File: src/core/acp_pkg.sv
// constants, state type and helpers for the converter control and parallel port
package acp_pkg;
	localparam int CLK_PERIOD_NS    = 4;
	localparam int CONV_RISE_EDGES  = 13;
	localparam int T_DATA_LEAD_NS   = 10;
	localparam int DATA_LEAD_CYCLES = (T_DATA_LEAD_NS + CLK_PERIOD_NS - 1) / CLK_PERIOD_NS;
	localparam int RESULT_W         = 12;
	localparam int CHAN_W           = 3;
	localparam int LANE_W           = 8;
	localparam int UPPER_W          = 3;
	localparam int CNT_W            = 4;
	localparam int HI_NIBBLE_LSB    = 8;
	localparam int CHAN_LANE_LSB    = 4;
	localparam logic [RESULT_W-1:0] RESULT_RST = 12'h000;
	localparam logic [CHAN_W-1:0]   CHAN_RST   = 3'h0;
	localparam logic [LANE_W-1:0]   LANE_RST   = 8'h00;
	localparam logic [CNT_W-1:0]    CNT_RST    = 4'h0;
	localparam logic [CNT_W-1:0]    CNT_LAST   = 4'(CONV_RISE_EDGES - 1);
	localparam logic [CNT_W-1:0]    LEAD_LAST  = 4'(DATA_LEAD_CYCLES - 1);

	// gray order along idle, wait, count, lead
	typedef enum logic [1:0] {
		ST_IDLE      = 2'b00,
		ST_WAIT_FALL = 2'b01,
		ST_COUNT     = 2'b11,
		ST_LEAD      = 2'b10
	} acp_state_type;

	function automatic logic fell(input logic prev, input logic cur);
		return prev & ~cur;
	endfunction

	function automatic logic rose(input logic prev, input logic cur);
		return ~prev & cur;
	endfunction
endpackage

File: src/core/acp_result_if.sv
// carrier between the conversion core and the host port
`timescale 1ns/1ns
interface acp_result_if;
	import acp_pkg::*;
	logic [RESULT_W-1:0] result;
	logic [CHAN_W-1:0]   channel;
	logic [RESULT_W-1:0] wr_word;
	logic                wr_stb;
	modport core (output result, output channel, input wr_word, input wr_stb);
	modport port (input result, input channel, output wr_word, output wr_stb);
endinterface

File: src/core/acp_host_port.sv
// three-state parallel host port: reads of the result, writes into the registers
`timescale 1ns/1ns
module acp_host_port
	import acp_pkg::*;
(
	input  wire logic                clk,
	input  wire logic                sys_rst,
	input  wire logic                cs_n,
	input  wire logic                rd_n,
	input  wire logic                wr_n,
	input  wire logic                word_mode,
	input  wire logic [LANE_W-1:0]   low_byte_lanes_in,
	output logic      [LANE_W-1:0]   low_byte_lanes_out,
	output logic                     low_byte_lanes_oe_n,
	input  wire logic                bit8_upper_byte_select_in,
	output logic                     bit8_upper_byte_select_out,
	output logic                     bit8_upper_byte_select_oe_n,
	input  wire logic [UPPER_W-1:0]  upper_word_lanes_in,
	output logic      [UPPER_W-1:0]  upper_word_lanes_out,
	output logic                     upper_word_lanes_oe_n,
	acp_result_if.port               rif
);
	logic [LANE_W-1:0]   low_out_reg, low_out_next;
	logic                low_oe_reg, low_oe_next;
	logic                b8_out_reg, b8_out_next;
	logic                b8_oe_reg, b8_oe_next;
	logic [UPPER_W-1:0]  up_out_reg, up_out_next;
	logic                up_oe_reg, up_oe_next;
	logic                wr_act_reg, wr_act_next;
	logic [RESULT_W-1:0] cap_reg, cap_next;
	logic                cap_word_reg, cap_word_next;
	logic                cap_hi_reg, cap_hi_next;
	logic [LANE_W-1:0]   pend_low_reg, pend_low_next;
	logic [RESULT_W-1:0] word_reg, word_next;
	logic                stb_reg, stb_next;
	logic                rd_act;
	logic                wr_act;

	assign rd_act = ~cs_n & ~rd_n;
	assign wr_act = ~cs_n & ~wr_n;

	// read path: lanes follow the bus mode; the shared pin is only driven in word mode
	always_comb begin
		low_out_next = low_out_reg;
		b8_out_next  = b8_out_reg;
		up_out_next  = up_out_reg;
		low_oe_next  = 1'b1;
		b8_oe_next   = 1'b1;
		up_oe_next   = 1'b1;
		if (rd_act) begin
			low_oe_next = 1'b0;
			if (word_mode) begin
				low_out_next = rif.result[LANE_W-1:0];
				b8_out_next  = rif.result[LANE_W];
				up_out_next  = rif.result[RESULT_W-1:LANE_W+1];
				b8_oe_next   = 1'b0;
				up_oe_next   = 1'b0;
			end else if (bit8_upper_byte_select_in) begin
				low_out_next = {1'b0, rif.channel, rif.result[RESULT_W-1:HI_NIBBLE_LSB]};
			end else begin
				low_out_next = rif.result[LANE_W-1:0];
			end
		end
	end

	// write path: data is captured while the strobe is low and committed as it rises
	always_comb begin
		wr_act_next   = wr_act;
		cap_next      = cap_reg;
		cap_word_next = cap_word_reg;
		cap_hi_next   = cap_hi_reg;
		pend_low_next = pend_low_reg;
		word_next     = word_reg;
		stb_next      = 1'b0;
		if (wr_act) begin
			cap_word_next = word_mode;
			cap_hi_next   = bit8_upper_byte_select_in;
			cap_next      = {upper_word_lanes_in, bit8_upper_byte_select_in, low_byte_lanes_in};
		end
		// lanes 4..7 of a high byte are the host's to zero, so they are simply dropped
		if (wr_act_reg && !wr_act) begin
			if (cap_word_reg) begin
				word_next = cap_reg;
				stb_next  = 1'b1;
			end else if (cap_hi_reg) begin
				word_next = {cap_reg[3:0], pend_low_reg};
				stb_next  = 1'b1;
			end else begin
				pend_low_next = cap_reg[LANE_W-1:0];
			end
		end
	end

	always_ff @(posedge clk) begin
		if (sys_rst) begin
			low_out_reg  <= LANE_RST;
			low_oe_reg   <= 1'b1;
			b8_out_reg   <= 1'b0;
			b8_oe_reg    <= 1'b1;
			up_out_reg   <= 3'h0;
			up_oe_reg    <= 1'b1;
			wr_act_reg   <= 1'b0;
			cap_reg      <= RESULT_RST;
			cap_word_reg <= 1'b0;
			cap_hi_reg   <= 1'b0;
			pend_low_reg <= LANE_RST;
			word_reg     <= RESULT_RST;
			stb_reg      <= 1'b0;
		end else begin
			low_out_reg  <= low_out_next;
			low_oe_reg   <= low_oe_next;
			b8_out_reg   <= b8_out_next;
			b8_oe_reg    <= b8_oe_next;
			up_out_reg   <= up_out_next;
			up_oe_reg    <= up_oe_next;
			wr_act_reg   <= wr_act_next;
			cap_reg      <= cap_next;
			cap_word_reg <= cap_word_next;
			cap_hi_reg   <= cap_hi_next;
			pend_low_reg <= pend_low_next;
			word_reg     <= word_next;
			stb_reg      <= stb_next;
		end
	end

	assign low_byte_lanes_out          = low_out_reg;
	assign low_byte_lanes_oe_n         = low_oe_reg;
	assign bit8_upper_byte_select_out  = b8_out_reg;
	assign bit8_upper_byte_select_oe_n = b8_oe_reg;
	assign upper_word_lanes_out        = up_out_reg;
	assign upper_word_lanes_oe_n       = up_oe_reg;
	assign rif.wr_word                 = word_reg;
	assign rif.wr_stb                  = stb_reg;

	property p_read_drive;
		@(posedge clk) disable iff (sys_rst) rd_act |=> !low_byte_lanes_oe_n;
	endproperty
	a_read_drive: assert property (p_read_drive) else $error("read not driven");

	property p_byte_mode_pin;
		@(posedge clk) disable iff (sys_rst) !$past(word_mode) |-> bit8_upper_byte_select_oe_n;
	endproperty
	a_byte_mode_pin: assert property (p_byte_mode_pin) else $error("select pin driven");

	property p_high_byte;
		@(posedge clk) disable iff (sys_rst)
		rd_act && !word_mode && bit8_upper_byte_select_in |=>
		low_byte_lanes_out == {1'b0, $past(rif.channel), $past(rif.result[11:8])};
	endproperty
	a_high_byte: assert property (p_high_byte) else $error("high byte wrong");

	property p_word_read;
		@(posedge clk) disable iff (sys_rst) rd_act && word_mode |=>
		{upper_word_lanes_out, bit8_upper_byte_select_out, low_byte_lanes_out}
		== $past(rif.result) && !upper_word_lanes_oe_n;
	endproperty
	a_word_read: assert property (p_word_read) else $error("word read wrong");

	property p_word_write;
		@(posedge clk) disable iff (sys_rst) wr_act && word_mode ##1 !wr_act |=>
		stb_reg && word_reg == $past(cap_reg);
	endproperty
	a_word_write: assert property (p_word_write) else $error("word write lost");
endmodule // acp_host_port

File: src/core/acp_conv_ctrl.sv
// conversion control: start edge, master-clock count, busy, result register
`timescale 1ns/1ns
import acp_pkg::*;
// Functional notes
// data lanes carry result and register writes
// word mode pin is bit 8, else select
// byte mode splits low byte and nibble
// high byte read carries channel identifier
// host zeroes lanes four to seven writing
// word mode moves twelve bits at once
// busy rises after start, holds during conversion
// busy falls once result is held
// tracking resumes on thirteenth rising edge
// conversion spans thirteen master clock cycles
// works with continuous or burst clock
// start falling edge holds and converts
// start rising edge wakes after power-down
// write strobe with select latches data
// read strobe with select drives result
// host keeps quiet time before start
// result and channel held until next
// host waits for busy low to start
module acp_conv_ctrl
	import acp_pkg::*;
(
	input  wire logic                clk,
	input  wire logic                sys_rst,
	input  wire logic                conversion_start_n,
	input  wire logic                master_conversion_clock,
	input  wire logic                power_down_req,
	input  wire logic [RESULT_W-1:0] sar_result,
	input  wire logic [CHAN_W-1:0]   sar_channel,
	input  wire logic                cs_n,
	input  wire logic                rd_n,
	input  wire logic                wr_n,
	input  wire logic                word_mode,
	input  wire logic [LANE_W-1:0]   low_byte_lanes_in,
	output logic      [LANE_W-1:0]   low_byte_lanes_out,
	output logic                     low_byte_lanes_oe_n,
	input  wire logic                bit8_upper_byte_select_in,
	output logic                     bit8_upper_byte_select_out,
	output logic                     bit8_upper_byte_select_oe_n,
	input  wire logic [UPPER_W-1:0]  upper_word_lanes_in,
	output logic      [UPPER_W-1:0]  upper_word_lanes_out,
	output logic                     upper_word_lanes_oe_n,
	output logic                     busy,
	output logic                     track_mode,
	output logic                     awake,
	output logic      [RESULT_W-1:0] reg_write_word,
	output logic                     reg_write_strobe
);
	acp_state_type       state_reg, state_next;
	logic [CNT_W-1:0]    cnt_reg, cnt_next;
	logic                busy_reg, busy_next;
	logic                track_reg, track_next;
	logic                awake_reg, awake_next;
	logic                start_prev_reg;
	logic                mclk_prev_reg;
	logic [RESULT_W-1:0] result_reg, result_next;
	logic [CHAN_W-1:0]   chan_reg, chan_next;
	logic [RESULT_W-1:0] write_word_reg;
	logic                write_stb_reg;
	logic                conv_fall;
	logic                conv_rise;
	logic                mclk_fall;
	logic                mclk_rise;
	acp_result_if        rif ();

	// pins are synchronous to clk, so one stored sample is enough for edges
	assign conv_fall = fell(start_prev_reg, conversion_start_n);
	assign conv_rise = rose(start_prev_reg, conversion_start_n);
	assign mclk_fall = fell(mclk_prev_reg, master_conversion_clock);
	assign mclk_rise = rose(mclk_prev_reg, master_conversion_clock);

	// wake on a rising start edge; it wins over a power-down request in the same cycle
	always_comb begin
		awake_next = awake_reg;
		if (conv_rise) begin
			awake_next = 1'b1;
		end else if (power_down_req) begin
			awake_next = 1'b0;
		end
	end

	// conversion sequence; progress waits on clock edges only, so a burst clock
	// that stops simply stalls the count rather than timing it out
	always_comb begin
		state_next  = state_reg;
		cnt_next    = cnt_reg;
		busy_next   = busy_reg;
		track_next  = track_reg;
		result_next = result_reg;
		chan_next   = chan_reg;
		unique case (state_reg)
			ST_IDLE: begin
				if (conv_fall && awake_reg) begin
					state_next = ST_WAIT_FALL;
					busy_next  = 1'b1;
					track_next = 1'b0;
					cnt_next   = CNT_RST;
				end
			end
			ST_WAIT_FALL: begin
				if (mclk_fall) begin
					state_next = ST_COUNT;
				end
			end
			ST_COUNT: begin
				if (mclk_rise) begin
					cnt_next = cnt_reg + 4'h1;
					if (cnt_reg == CNT_LAST) begin
						state_next  = ST_LEAD;
						track_next  = 1'b1;
						result_next = sar_result;
						chan_next   = sar_channel;
						cnt_next    = CNT_RST;
					end
				end
			end
			ST_LEAD: begin
				// data must stand before busy drops, so busy lags the latch
				cnt_next = cnt_reg + 4'h1;
				if (cnt_reg == LEAD_LAST) begin
					state_next = ST_IDLE;
					busy_next  = 1'b0;
					cnt_next   = CNT_RST;
				end
			end
		endcase
	end

	always_ff @(posedge clk) begin
		if (sys_rst) begin
			state_reg      <= ST_IDLE;
			cnt_reg        <= CNT_RST;
			busy_reg       <= 1'b0;
			track_reg      <= 1'b1;
			awake_reg      <= 1'b1;
			start_prev_reg <= 1'b1;
			mclk_prev_reg  <= master_conversion_clock; // follow the pin: no false edge on release
			result_reg     <= RESULT_RST;
			chan_reg       <= CHAN_RST;
			write_word_reg <= RESULT_RST;
			write_stb_reg  <= 1'b0;
		end else begin
			state_reg      <= state_next;
			cnt_reg        <= cnt_next;
			busy_reg       <= busy_next;
			track_reg      <= track_next;
			awake_reg      <= awake_next;
			start_prev_reg <= conversion_start_n;
			mclk_prev_reg  <= master_conversion_clock;
			result_reg     <= result_next;
			chan_reg       <= chan_next;
			write_word_reg <= rif.wr_word;
			write_stb_reg  <= rif.wr_stb;
		end
	end

	assign rif.result       = result_reg;
	assign rif.channel      = chan_reg;
	assign busy             = busy_reg;
	assign track_mode       = track_reg;
	assign awake            = awake_reg;
	assign reg_write_word   = write_word_reg;
	assign reg_write_strobe = write_stb_reg;

	acp_host_port acp_host_port_inst (
		.clk                         (clk),
		.sys_rst                     (sys_rst),
		.cs_n                        (cs_n),
		.rd_n                        (rd_n),
		.wr_n                        (wr_n),
		.word_mode                   (word_mode),
		.low_byte_lanes_in           (low_byte_lanes_in),
		.low_byte_lanes_out          (low_byte_lanes_out),
		.low_byte_lanes_oe_n         (low_byte_lanes_oe_n),
		.bit8_upper_byte_select_in   (bit8_upper_byte_select_in),
		.bit8_upper_byte_select_out  (bit8_upper_byte_select_out),
		.bit8_upper_byte_select_oe_n (bit8_upper_byte_select_oe_n),
		.upper_word_lanes_in         (upper_word_lanes_in),
		.upper_word_lanes_out        (upper_word_lanes_out),
		.upper_word_lanes_oe_n       (upper_word_lanes_oe_n),
		.rif                         (rif.port)
	);

	// helper: master-clock rising edges seen in the counting state
	logic [CNT_W-1:0] rise_seen_reg, rise_seen_next;
	always_comb begin
		rise_seen_next = rise_seen_reg;
		if (state_reg != ST_COUNT) begin
			rise_seen_next = CNT_RST;
		end else if (mclk_rise) begin
			rise_seen_next = rise_seen_reg + 4'h1;
		end
	end

	always_ff @(posedge clk) begin
		if (sys_rst) begin
			rise_seen_reg <= CNT_RST;
		end else begin
			rise_seen_reg <= rise_seen_next;
		end
	end

	property p_busy_rise;
		@(posedge clk) disable iff (sys_rst)
		conv_fall && awake_reg && state_reg == ST_IDLE |=> busy && !track_mode;
	endproperty
	a_busy_rise: assert property (p_busy_rise) else $error("busy missed start");

	property p_busy_during;
		@(posedge clk) disable iff (sys_rst)
		state_reg == ST_WAIT_FALL || state_reg == ST_COUNT |-> busy && !track_mode;
	endproperty
	a_busy_during: assert property (p_busy_during) else $error("busy dropped early");

	property p_busy_fall;
		@(posedge clk) disable iff (sys_rst)
		$rose(track_mode) |-> busy[*3] ##1 !busy && $stable(result_reg);
	endproperty
	a_busy_fall: assert property (p_busy_fall) else $error("busy fall timing");

	property p_thirteen;
		@(posedge clk) disable iff (sys_rst)
		$rose(track_mode) |-> $past(rise_seen_reg) == 4'hC && $past(mclk_rise);
	endproperty
	a_thirteen: assert property (p_thirteen) else $error("not thirteenth edge");

	property p_result_hold;
		@(posedge clk) disable iff (sys_rst)
		!$rose(track_mode) |-> $stable(result_reg) && $stable(chan_reg);
	endproperty
	a_result_hold: assert property (p_result_hold) else $error("result changed");

	property p_asleep;
		@(posedge clk) disable iff (sys_rst)
		!awake_reg && conv_fall && state_reg == ST_IDLE |=> !busy;
	endproperty
	a_asleep: assert property (p_asleep) else $error("start while asleep");

	property p_wake;
		@(posedge clk) disable iff (sys_rst) conv_rise |=> awake;
	endproperty
	a_wake: assert property (p_wake) else $error("no wake on rise");
endmodule // acp_conv_ctrl

File: config.mk
export PLATFORM = sky130hd
export DESIGN_NAME = acp_conv_ctrl
export DESIGN_NICKNAME = d
export VERILOG_FILES = /design/src/core/acp_pkg.sv /design/src/core/acp_result_if.sv /design/src/core/acp_host_port.sv /design/src/core/acp_conv_ctrl.sv
export SDC_FILE = /design/constraint.sdc
export NUM_CORES = 1
export LEC_CHECK = 0
export BUFFER_PORTS_ARGS = -buffer_cell sky130_fd_sc_hd__buf_2
export CELL_PAD_IN_SITES_DETAIL_PLACEMENT = 0
export CELL_PAD_IN_SITES_GLOBAL_PLACEMENT = 2
export CORE_MARGIN = 2
export CORE_UTILIZATION = 28
export DETAILED_ROUTE_END_ITERATION = 7
export GPL_TIMING_DRIVEN = 0
export PLACE_DENSITY = 0.77
export REMOVE_ABC_BUFFERS = 1
export SETUP_SLACK_MARGIN = 0.05
export SLEW_MARGIN = 25
export SYNTH_ARGS = -nofsm -noshare
export SYNTH_HDL_FRONTEND = slang
export SYNTH_HIERARCHICAL = 1
export SYNTH_SLANG_ARGS = --single-unit
File: constraint.sdc
create_clock -name clk -period 4.7 [get_ports clk]
set_input_delay 0.235 -clock clk [delete_from_list [all_inputs] [get_ports clk]]
set_output_delay 0.235 -clock clk [all_outputs]
set_load 0.02 [all_outputs]
After elaboration in Yosys (flattened, before gate mapping)
Index checks and enable logic that the tools add are counted.
{"block": "op_classes", "add_sub_neg": 1, "n_eq_ne": 10, "n_mux": 26, "n_bitwise": 17, "n_reduce_logical": 19}
{"op": "$mux 12", "count": 2}
{"op": "$mux 4", "count": 4}
{"op": "$mux 8", "count": 2}
{"op": "$pmux 4 s3", "count": 1}
{"op": "$reduce_and 3->1", "count": 4}
{"op": "$not 1->1", "count": 11}
{"op": "$mux 2", "count": 5}
{"op": "$ne 2x2->1 const B", "count": 5}
{"op": "$mux 1", "count": 9}
{"op": "$pmux 2 s4", "count": 1}
{"op": "$and 1x1->1", "count": 6}
{"op": "$reduce_bool 2->1", "count": 3}
{"op": "$reduce_or 2->1", "count": 3}
{"op": "$reduce_and 5->1", "count": 1}
{"op": "$add 4x1->4 const B", "count": 1}
{"op": "$eq 2x2->1 const B", "count": 2}
{"op": "$eq 4x2->1 const B", "count": 1}
{"op": "$eq 4x4->1 const B", "count": 1}
{"op": "$pmux 1 s2", "count": 2}
{"op": "$reduce_and 2->1", "count": 2}
{"op": "$reduce_and 4->1", "count": 1}
{"op": "$reduce_bool 3->1", "count": 1}
{"op": "$eq 2x1->1 const B", "count": 1}
{"op": "$logic_and 1x1->1", "count": 2}
{"op": "2 further kinds", "count": 2}
{"block": "totals", "ff_bits": 89, "in_bits": 36, "out_inout_bits": 31, "word_cells": 96}

Depth between registers and ports, before layout
Gate-level depths: netlist of run 1.
{"block": "depth", "depth_word": 6, "depth_mapped": 8, "depth_no_buf": 6}

Cells and area by module
The synthesis of run 1 kept the hierarchy.
{"module": "acp_host_port", "instances": 1, "cells_each": 199, "area_each_um2": 1999.4, "seq_area_each_um2": 980.9}
{"module": "acp_conv_ctrl", "instances": 1, "cells_each": 154, "area_each_um2": 1446.4, "seq_area_each_um2": 780.7}

Worst setup path after synthesis of run 1
Ideal clock, no wire load.
{"block": "synth_timing", "kind": "flip-flop to flip-flop", "start": "register cnt_reg[0]", "end": "register cnt_reg[2]", "setup_ps": 130, "t_arrival_ps": 1400, "required_ps": 4570, "path_slack_ps": 3170, "path_stages_with_launch": 7, "n_path_buf": 0, "period_less_slack_ps": 1530, "cell_sequence": "dfxtp_1 > inv_1 > ha_1 > or4b_4 > and3_1 > a32oi_1 > a21oi_1"}
{"block": "synth_via", "elab_chain_len": 4, "elab_cells_between_ends": 7, "cone_classes": "1 x add/sub; 2 x eq/ne; 4 x mux"}
{"item": "start: declaration", "line": "acp_conv_ctrl.sv:53", "source": "logic [CNT_W-1:0] cnt_reg, cnt_next;"}
{"item": "start signal: assignment", "line": "acp_conv_ctrl.sv:147", "source": "cnt_reg <= cnt_next;"}
{"item": "$add 4x1->4 / $eq 4x4->1 (equally long branches)", "line": "acp_conv_ctrl.sv:110, acp_conv_ctrl.sv:122, acp_conv_ctrl.sv:111"}
{"item": "$mux 4", "line": "acp_conv_ctrl.sv:111", "source": "if (cnt_reg == CNT_LAST) begin"}
{"item": "$mux 4", "line": "acp_conv_ctrl.sv:109", "source": "if (mclk_rise) begin"}
{"item": "$pmux 4 s3 (*)", "line": "acp_conv_ctrl.sv:94", "source": "unique case (state_reg)"}
Mark *: on every way between the ends. The rest lies on a longest branch, timed or not. The select of a mux whose other input is x is not followed.
A chain may end at the register's enable or synchronous reset.

Worst setup path in the final report of run 1
{"block": "layout_timing", "start": "register cnt_reg[0]", "end": "register chan_reg[1]"}
{"block": "layout_via", "elab_chain_len": 2}
{"item": "$eq 4x4->1", "line": "acp_conv_ctrl.sv:111"}
{"item": "$reduce_and 3->1 (no line)"}
{"item": "end signal: assignment", "line": "acp_conv_ctrl.sv:154", "source": "chan_reg <= chan_next;"}
{"item": "end: declaration", "line": "acp_conv_ctrl.sv:60", "source": "logic [CHAN_W-1:0] chan_reg, chan_next;"}
Every way passes these cells.

==> run metrics, run 1 <==
status=finished clean; CTS sink count=88; period utilization=0.421; Final WS setup=roughly 2.7 ns; hold buffers post-CTS=0; synthesized-area fraction occupied by adder cells=0.0109; commonest cells in the netlist=dfxtp_1 (88), nand2_1 (61), a21oi_1 (32); DRC=0; GPL Wtd Cong=0.744; Yosys top cell by area=dfxtp_1; All-Layer GR Usage=0.113; CTS max path bufs=2; core area=between 10000 and 15000 µm²; post-CTS setup buffers=0; count leader, synth=dfxtp_1; Die H=around 110 µm; largest family of logic cells by synthesized area=simple AND/OR/NAND/NOR gates; Post-Syn Area=between 3000 and 4000 µm²; die area=between 10000 and 15000 µm²; Reg area=approximately 1800 µm²; initial antenna violation count=0; CP startpoint kind=register; nature of the critical path endpoint=register; vias in the first global route=2464; post-synthesis xor/xnor area fraction=0; Leak=approximately 1.6 nW; Post-synth EDFFs=0; # IOs=67; Fin. Hold Viols=0; worst hold path cell count=1; crit-path max FO=15; worst r2r dst=chan_reg[1]$_SDFFE_PP0P_; Area growth syn-to-layout=19.5%; worst r2r path cells=6; via density per instance=about 4.5; Worst-Margin Slew=just over 0.9 ns; RSZ-0062 raised after global routing=false; Final Net Count=448; TritonRoute pass-1 iters=3; Antenna Cells=0; Die Wd=about 110 µm; GRT Residual Overflow=0; maximum vdd drop=between 0.1 and 0.15 mV; compound-gate portion of the synthesized area=0.134; CTS H-tree depth=3; Wirelength per Cell=~13 µm; largest net degree at the start of global routing=between 40 and 50; Worst Hold Path EP=mclk_prev_reg$_DFF_P_; sequential area share after synthesis=0.511; share of cells above drive strength 1=0.247; root buffer cell=clkbuf_16; first-pass GRT wire length=between 10 and 15 mm; hold path startpoint=master_conversion_clock; DR vias=around 2500; leading post-synthesis cells by cell area=dfxtp_1 (51%), mux2i_1 (8.7%), nand2_1 (6.6%); max-slew violation count=0; Post-Route WL=7.16 mm; Yosys top cell area share=0.511; Worst Skew=~0.006 ns; final setup violation count=0; post-synthesis mux area share=0.0871; initial core utilization=0.287; CTS Buf Count=9; antenna-violating nets left=0; DRT iter0 DRCs=142; Tot Pwr=approximately 0.0015 W; PortBufs=66; Slew HR=0.389; TritonCTS clock tree=built; Hold Path Class=input pin to register; synthesized flop and latch total=88; Reg clk slew, reported paths=0.06 ns; Fmax=roughly 500 MHz; power per cell area=between 300 and 400 nW/µm²; Reg2Reg Setup Slack=2.72 ns; Synth Area in Simple Gates=0.204; filler cell count in the final layout=1270; ys flop type=dfxtp_1; Syn. warnings=6; CTS resizes=0; FP Rows=40; DP Worst Slack=2.66 ns; post-synthesis cell count=353; Setup TNS=0 ns; Netlist cell types=49; Final HPWL DP=4.83 mm; clock latency on the worst-skew pair=0.33 ns; ys async rst share=0; Period minus WS final=1.98 ns; Crit Path Category=register to register; area of the multi-input gates=between 1500 and 2000 µm²; CP required=4.92 ns; Max Cap Viol=0; Mapped Avg Cell Area=9.76 µm²; critical path arrival=2.20 ns; Critical R2R Launch=cnt_reg[0]$_SDFFE_PP0P_
## worst max path at each step
stage                             endpoint  cells after the start                     from  slack (ns)
3_5_place_dp      chan_reg[1]$_SDFFE_PP0P_                      6  cnt_reg[0]$_SDFFE_PP0P_        2.66
3_3_place_gp      chan_reg[1]$_SDFFE_PP0P_                      6  cnt_reg[0]$_SDFFE_PP0P_        1.37
2_1_floorplan     chan_reg[1]$_SDFFE_PP0P_                      6  cnt_reg[0]$_SDFFE_PP0P_        2.38
4_1_cts           chan_reg[1]$_SDFFE_PP0P_                      6  cnt_reg[0]$_SDFFE_PP0P_        2.65
6_report          chan_reg[1]$_SDFFE_PP0P_                      6  cnt_reg[0]$_SDFFE_PP0P_        2.72
5_1_grt        result_reg[11]$_SDFFE_PP0P_                      6  cnt_reg[0]$_SDFFE_PP0P_        2.44
## cell type report
class | instances | share of cell area
clock inverter | 4 | 0.00547
inverter | 7 | 0.00638
tap | 147 | 0.0447
clock buffer | 11 | 0.0565
timing repair buffer | 68 | 0.0884
sequential | 88 | 0.428
multi-input combinational | 235 | 0.371
## metrics by stage
step	utilization	area, µm²	hold WS, ns	instances
2_1_floorplan	-	3290	0.263	330
3_3_place_gp	0.317	3800	0.386	543
3_5_place_dp	0.322	3860	0.401	545
4_1_cts	0.343	4120	0.0499	560
5_1_grt	0.343	4120	0.0596	560
6_report	0.343	4120	0.0651	560
## logic make-up (layout without fill, tap and decap cells)
| family | after synthesis | count (layout) |
|---|---|---|
| compound gates | 64 | 64 |
| fa+ha+maj | 3 | 3 |
| buf+inv | 30 | 90 |
| flops | 88 | 88 |
| mux | 30 | 30 |
| simple gates | 138 | 138 |
## cell usage in the layout (no fill, tap or decap), types with 2 or more instances in the layout
cell,count
inv_1,6
a211oi_1,3
dfxtp_1,88
a211oi_2,8
nand2b_1,19
nand2_1,61
nor2_1,22
clkinv_2,3
mux2i_1,30
o2bb2ai_1,7
or3_1,2
a21oi_1,32
nand3_1,3
nor2b_1,14
clkbuf_1,2
o21ai_0,3
ha_1,3
buf_2,65
and2b_2,2
clkbuf_16,9
o2111ai_1,2
## worst max-delay path, stage by stage (launching register included)
cell,delay [ns]
dfxtp_1,0.33
inv_1,0.10
ha_1,0.17
nand4_2,0.18
nand4bb_1,0.72
nand2_1,0.29
a21oi_2,0.08
## power breakdown
part | switching (W) | internal [W] | total, W
sequential | 0.0000135 | 0.000760 | 0.000773
combinational | 0.0000506 | 0.0000379 | 0.0000886
clock | 0.000285 | 0.000353 | 0.000638
total | 0.000349 | 0.00115 | 0.00150
## layer usage
layer	vias to the layer above	wire length, µm	track usage
met5	-	0	0
met4	0	105	0.0410
met3	10	360	0.0406
met2	51	3270	0.189
met1	1165	3420	0.135
li1	1303	-	-
Note: power is estimated with default switching activity, not from simulation.
==> run 2: changes to the inputs <==
- ABC_AREA: default -> 1
- PLACE_DENSITY: 0.77 -> 0.82
- clock period: 4.7 -> 2 ns (I/O delays scaled with it)
==> run 2 against run 1 <==
Area after synthesis grew 3.7%. Clock power grew 150%. Hold slack lost 0.054 ns. Count of clock-buffer cells in the layout grew 3. Sequential cell count is the same. Global-route usage grew 0.92 points. Clock skew shrank 0.0018 ns. Sequential power grew 140%. Largest cell class unchanged. Synthesized cell count grew 35%.
==> run metrics, run 2 <==
status=finished clean; Final HPWL DP=5.18 mm; vias in the first global route=around 2900; clock latency on the worst-skew pair=0.33 ns; Fmax=approximately 590 MHz; CTS max path bufs=2; PortBufs=66; hold path startpoint=low_byte_lanes_in[2]; worst hold path cell count=3; Fin. Hold Viols=0; Logic pwr share=0.094; ys flop type=dfxtp_1; worst r2r path cells=7; Post-Syn Area=roughly 3600 µm²; Crit Path Category=register to register; Post-synth EDFFs=0; Max Cap Viol=0; All-Layer GR Usage=0.123; leading post-synthesis cells by cell area=dfxtp_1 (49%), nor2_1 (10%), nand2_1 (8.1%); count leader, synth=nor2_1; via density per instance=a little over 4; largest net degree at the start of global routing=between 40 and 50; period utilization=0.845; Antenna Cells=0; Clock Power Share=0.419; Final Net Count=584; Post-Route WL=between 7 and 8 mm; Mapped Avg Cell Area=7.48 µm²; share of cells above drive strength 1=0.191; crit-path max FO=30; part of the power in registers=0.487; CP startpoint kind=register; internal cell power=roughly 0.0029 W; Critical R2R Launch=cnt_reg[0]$_SDFFE_PP0P_; critical path arrival=around 1.9 ns; Tot Pwr=between 0.003 and 0.004 W; Reg clk slew, reported paths=roughly 0.06 ns; Syn. warnings=6; Area growth syn-to-layout=22.2%; CTS Buf Count=9; synthesized flop and latch total=88; DRT iter0 DRCs=slightly below 90; maximum vdd drop=between 0.3 and 0.4 mV; post-synthesis cell count=about 480; Slew HR=0.525; placed cell area=roughly 4000 µm²; DR vias=around 3000; fin cells=slightly above 700; commonest non-fill, non-tap cell in the layout=nor2_1; TritonRoute pass-1 iters=4; Worst Skew=approximately 0.0042 ns; Sw Pwr=approximately 0.00096 W; FP Rows=a little over 40; root buffer cell=clkbuf_16; Yosys top cell area share=0.493; CTS sink count=~90; initial core utilization=0.286; sequential area share after synthesis=0.493; CP required=between 2 and 2.5 ns; ys async rst share=0; RSZ-0062 raised after global routing=false; # IOs=67; met2 usage=0.201; max-slew violation count=0; GR peak layer=met2; Period minus WS final=~1.7 ns; most frequent cells in the layout=nor2_1 (95), dfxtp_1 (87), nand2_1 (77), buf_2 (66), inv_1 (64); DRC=0; GRT Residual Overflow=0; GRT met3 Usage=0.0376; Wirelength per Cell=approximately 11 µm; Yosys top cell by area=dfxtp_1; placed insts=about 700; TritonCTS clock tree=built; commonest cells in the netlist=nor2_1 (96), dfxtp_1 (88), nand2_1 (77); final setup violation count=0; Setup TNS=0 ns; Hold Path Class=input pin to register; die area=around 14000 µm²; Die H=117 µm; Die Wd=117 µm; nature of the critical path endpoint=register; Sw Share=0.251; antenna-violating nets left=0; core area=about 13000 µm²; Final Cell Area=around 4400 µm²; filler cell count in the final layout=1400; met1 Use GR=0.155; Worst-Margin Slew=approximately 0.71 ns; Leak=2.00 nW; crit path launch=cnt_reg[0]$_SDFFE_PP0P_; GPL Wtd Cong=about 0.74; first-pass GRT wire length=between 10 and 15 mm; Layout Utilization=0.349; post-CTS setup buffers=0; power per cell area=roughly 870 nW/µm²; CTS H-tree depth=3; Netlist cell types=29; initial antenna violation count=0
run 2: cell types whose count changed in the layout (fill, tap and decap cells not counted), sizes merged, moves of 11 or more:
cell    previous run  this run
a211oi            11         0
mux2i             30         0
nand2             61        84
o21ai              3        55
nor2b             14         0
nor2              23        98
nand3              3        22
inv                7        69
nand2b            19         0
run 2: worst paths after layout:
check / slack [ns] / end
worst max-delay path: 0.31 / result_reg[0]$_SDFFE_PP0P_
worst min-delay path: 0.01 / acp_host_port_inst/cap_reg[2]$_SDFFE_PP0P_
worst max register to register: 0.31 / result_reg[0]$_SDFFE_PP0P_
worst min register to register: 0.41 / reg_write_strobe$_SDFF_PP0_
run 2: worst max-delay path, stage by stage (launching register included):
cell,delay [ns]
dfxtp_1,0.35
inv_1,0.09
ha_1,0.14
nand3_1,0.12
inv_1,0.14
nand4_4,0.37
o21ai_1,0.29
a21oi_1,0.05
run 2: layout make-up:
type | instances | area [µm²] | area share
inverters | 70 | 265 | 0.0607
well taps | 172 | 215 | 0.0493
flip-flops and latches | 88 | 1760 | 0.404
clock buffers | 14 | 264 | 0.0605
clock inverters | 2 | 13.8 | 0.00315
multi-input cells | 300 | 1420 | 0.324
repair buffers | 76 | 430 | 0.0986
run 2: per-layer routing:
metal	wire length [µm]	share of wire
met1	3970	0.50
met2	3410	0.43
met3	433	0.055
met4	105	0.013
met5	0	0
run 2: kinds of logic after synthesis:
logic type / Yosys count / synth area share
and+or+nand+nor: 208 / 0.250
xor gates and xnor gates: 1 / 0.00245
AOI/OAI and AO/OA: 88 / 0.132
DFF: 88 / 0.493
buffers and inverters: 90 / 0.112
adders and majority gates: 3 / 0.0105
run 2: stage by stage:
stage | setup slack, ns | hold WS [ns]
CTS | 0.241 | 0.00158
global route | 0.136 | 0.00565
global placement | 0.268 | 0.281
detailed placement | 0.247 | 0.286
finish | 0.310 | 0.0107
floorplan | 0.575 | 0.128
run 2: power groups by stage:
stage          combinational [W]  clock, W  sequential (W)
6_report                0.000357   0.00159         0.00185
5_1_grt                 0.000411   0.00171         0.00186
2_1_floorplan           0.000199         0         0.00191
3_3_place_gp            0.000344         0         0.00189
3_5_place_dp            0.000347         0         0.00189
4_1_cts                 0.000364   0.00164         0.00185
run 2: repair_timing:
item | 4_1_cts | 5_1_grt
hold buffers | 10 | 0
endpoints found under the setup margin | 0 | 4
resized for setup | 0 | 1
hold endpoints to repair | 10 | 0
==> run 3: changes to the inputs <==
- clock period: 2 -> 1.7 ns (I/O delays scaled with it)
==> run 3 against run 2 <==
Sequential cell count unchanged. Via count up 1.5%. Count of clock-buffer cells in the layout stayed put. Final cell count is 0.83% higher. Combinational power grew 21%. Largest cell class unchanged. Critical path depth grew 1. Sequential share of layout area decreased by 0.74 points.
==> run metrics, run 3 (synthesized netlist as in run 2, its figures left out) <==
core area=12500 µm²; Layout Utilization=0.355; first-pass GRT wire length=approximately 13 mm; Max Cap Viol=0; critical path arrival=approximately 1.7 ns; Post-Route WL=8.23 mm; GPL Wtd Cong=roughly 0.74; Die H=117 µm; DP Worst Slack=-0.0526 ns; Final Net Count=590; crit-path max FO=15; Period minus WS final=1.52 ns; final setup violation count=0; Fmax=approximately 660 MHz; TritonRoute pass-1 iters=4; Final WS setup=0.184 ns; CP startpoint kind=register; Reg clk slew, reported paths=roughly 0.060 ns; clock latency on the worst-skew pair=approximately 0.33 ns; Crit Path Category=register to register; root buffer cell=clkbuf_16; FP Rows=41; Slew HR=0.520; PortBufs=66; Antenna Cells=0; CTS sink count=between 80 and 90; Leak=roughly 2.0 nW; DRT iter0 DRCs=between 70 and 80; fin cells=728; max-slew violation count=0; die area=between 10000 and 15000 µm²; Final HPWL DP=between 5 and 6 mm; CTS Buf Count=9; status=finished clean; CP required=1.92 ns; largest net degree at the start of global routing=44; RSZ-0062 raised after global routing=false; All-Layer GR Usage=0.127; Worst Skew=between 0.004 and 0.005 ns; Tot Pwr=~0.0045 W; CTS H-tree depth=3; antenna-violating nets left=0; share of cells above drive strength 1=0.192; nature of the critical path endpoint=register; Area growth syn-to-layout=24.4%; Fin. Hold Viols=0; TritonCTS clock tree=built; Worst-Margin Slew=~0.72 ns; initial antenna violation count=0; placed insts=about 700; vias in the first global route=slightly below 3000; initial core utilization=0.286; DRC=0; DR vias=about 3000; GRT Residual Overflow=0; commonest non-fill, non-tap cell in the layout=nor2_1; CTS max path bufs=2; power per cell area=approximately 1000 nW/µm²; # IOs=67; period utilization=0.892; Hold Path Class=input pin to register; Wirelength per Cell=11.3 µm; maximum vdd drop=between 0.3 and 0.4 mV; Die Wd=117 µm; most frequent cells in the layout=nor2_1 (95), dfxtp_1 (87), nand2_1 (77), buf_2 (66), inv_1 (64); via density per instance=slightly above 4
## run 3: worst paths after layout
path                                       startpoint                                         end  slack (ns)  cells after the start
max                           cnt_reg[0]$_SDFFE_PP0P_                  result_reg[0]$_SDFFE_PP0P_        0.18                      8
max reg2reg                   cnt_reg[0]$_SDFFE_PP0P_                  result_reg[0]$_SDFFE_PP0P_        0.18                      8
min                            upper_word_lanes_in[0]  acp_host_port_inst/cap_reg[9]$_SDFFE_PP0P_       0.007                      3
min reg2reg  acp_host_port_inst/rif.wr_stb$_SDFF_PP0_                 reg_write_strobe$_SDFF_PP0_        0.41                      2
## run 3: metal layers
| layer | vias to the layer above | share of wire | track usage |
|---|---|---|---|
| met5 | - | 0 | 0 |
| met4 | 0 | 0.013 | 0.0400 |
| met3 | 10 | 0.050 | 0.0371 |
| met2 | 63 | 0.44 | 0.212 |
| met1 | 1317 | 0.49 | 0.157 |
| li1 | 1634 | - | - |
## run 3: power by group
group / switching, W / internal, W
Clock: 0.000804 / 0.00107
Sequential: 0.0000506 / 0.00213
Combinational: 0.000276 / 0.000155
## run 3: area by class of cell
class	count	area, µm²
inverter	70	265
sequential	88	1760
tap	172	215
fill	1395	8070
multi-input combinational	301	1440
clock buffer	14	264
clock inverter	2	13.8
timing repair buffer	81	490
## run 3: critical path, stage by stage, from the launching register on
cell	delay [ns]
dfxtp_1	0.35
inv_1	0.09
ha_1	0.14
nand3_1	0.12
inv_1	0.20
nand4_4	0.12
buf_12	0.17
o21ai_1	0.14
a21oi_1	0.05
## run 3: per-stage QoR
| stage | instance area (µm²) | hold WS (ns) | TNS, ns |
|---|---|---|---|
| 4_1_cts | 4420 | 0.00798 | 0 |
| 2_1_floorplan | 3440 | 0.113 | 0 |
| 3_3_place_gp | 3990 | 0.266 | -0.309 |
| 3_5_place_dp | 3990 | 0.271 | -0.481 |
| 6_report | 4450 | 0.00674 | 0 |
| 5_1_grt | 4450 | 0.0123 | 0 |
## run 3: what timing repair did
action | in CTS | in global routing
setup endpoints to repair | 28 | 15
gates resized for setup | 1 | 1
cloned | 1 | 0
hold endpoints to repair | 14 | 0
setup buffers | 0 | 1
hold buffers | 14 | 0
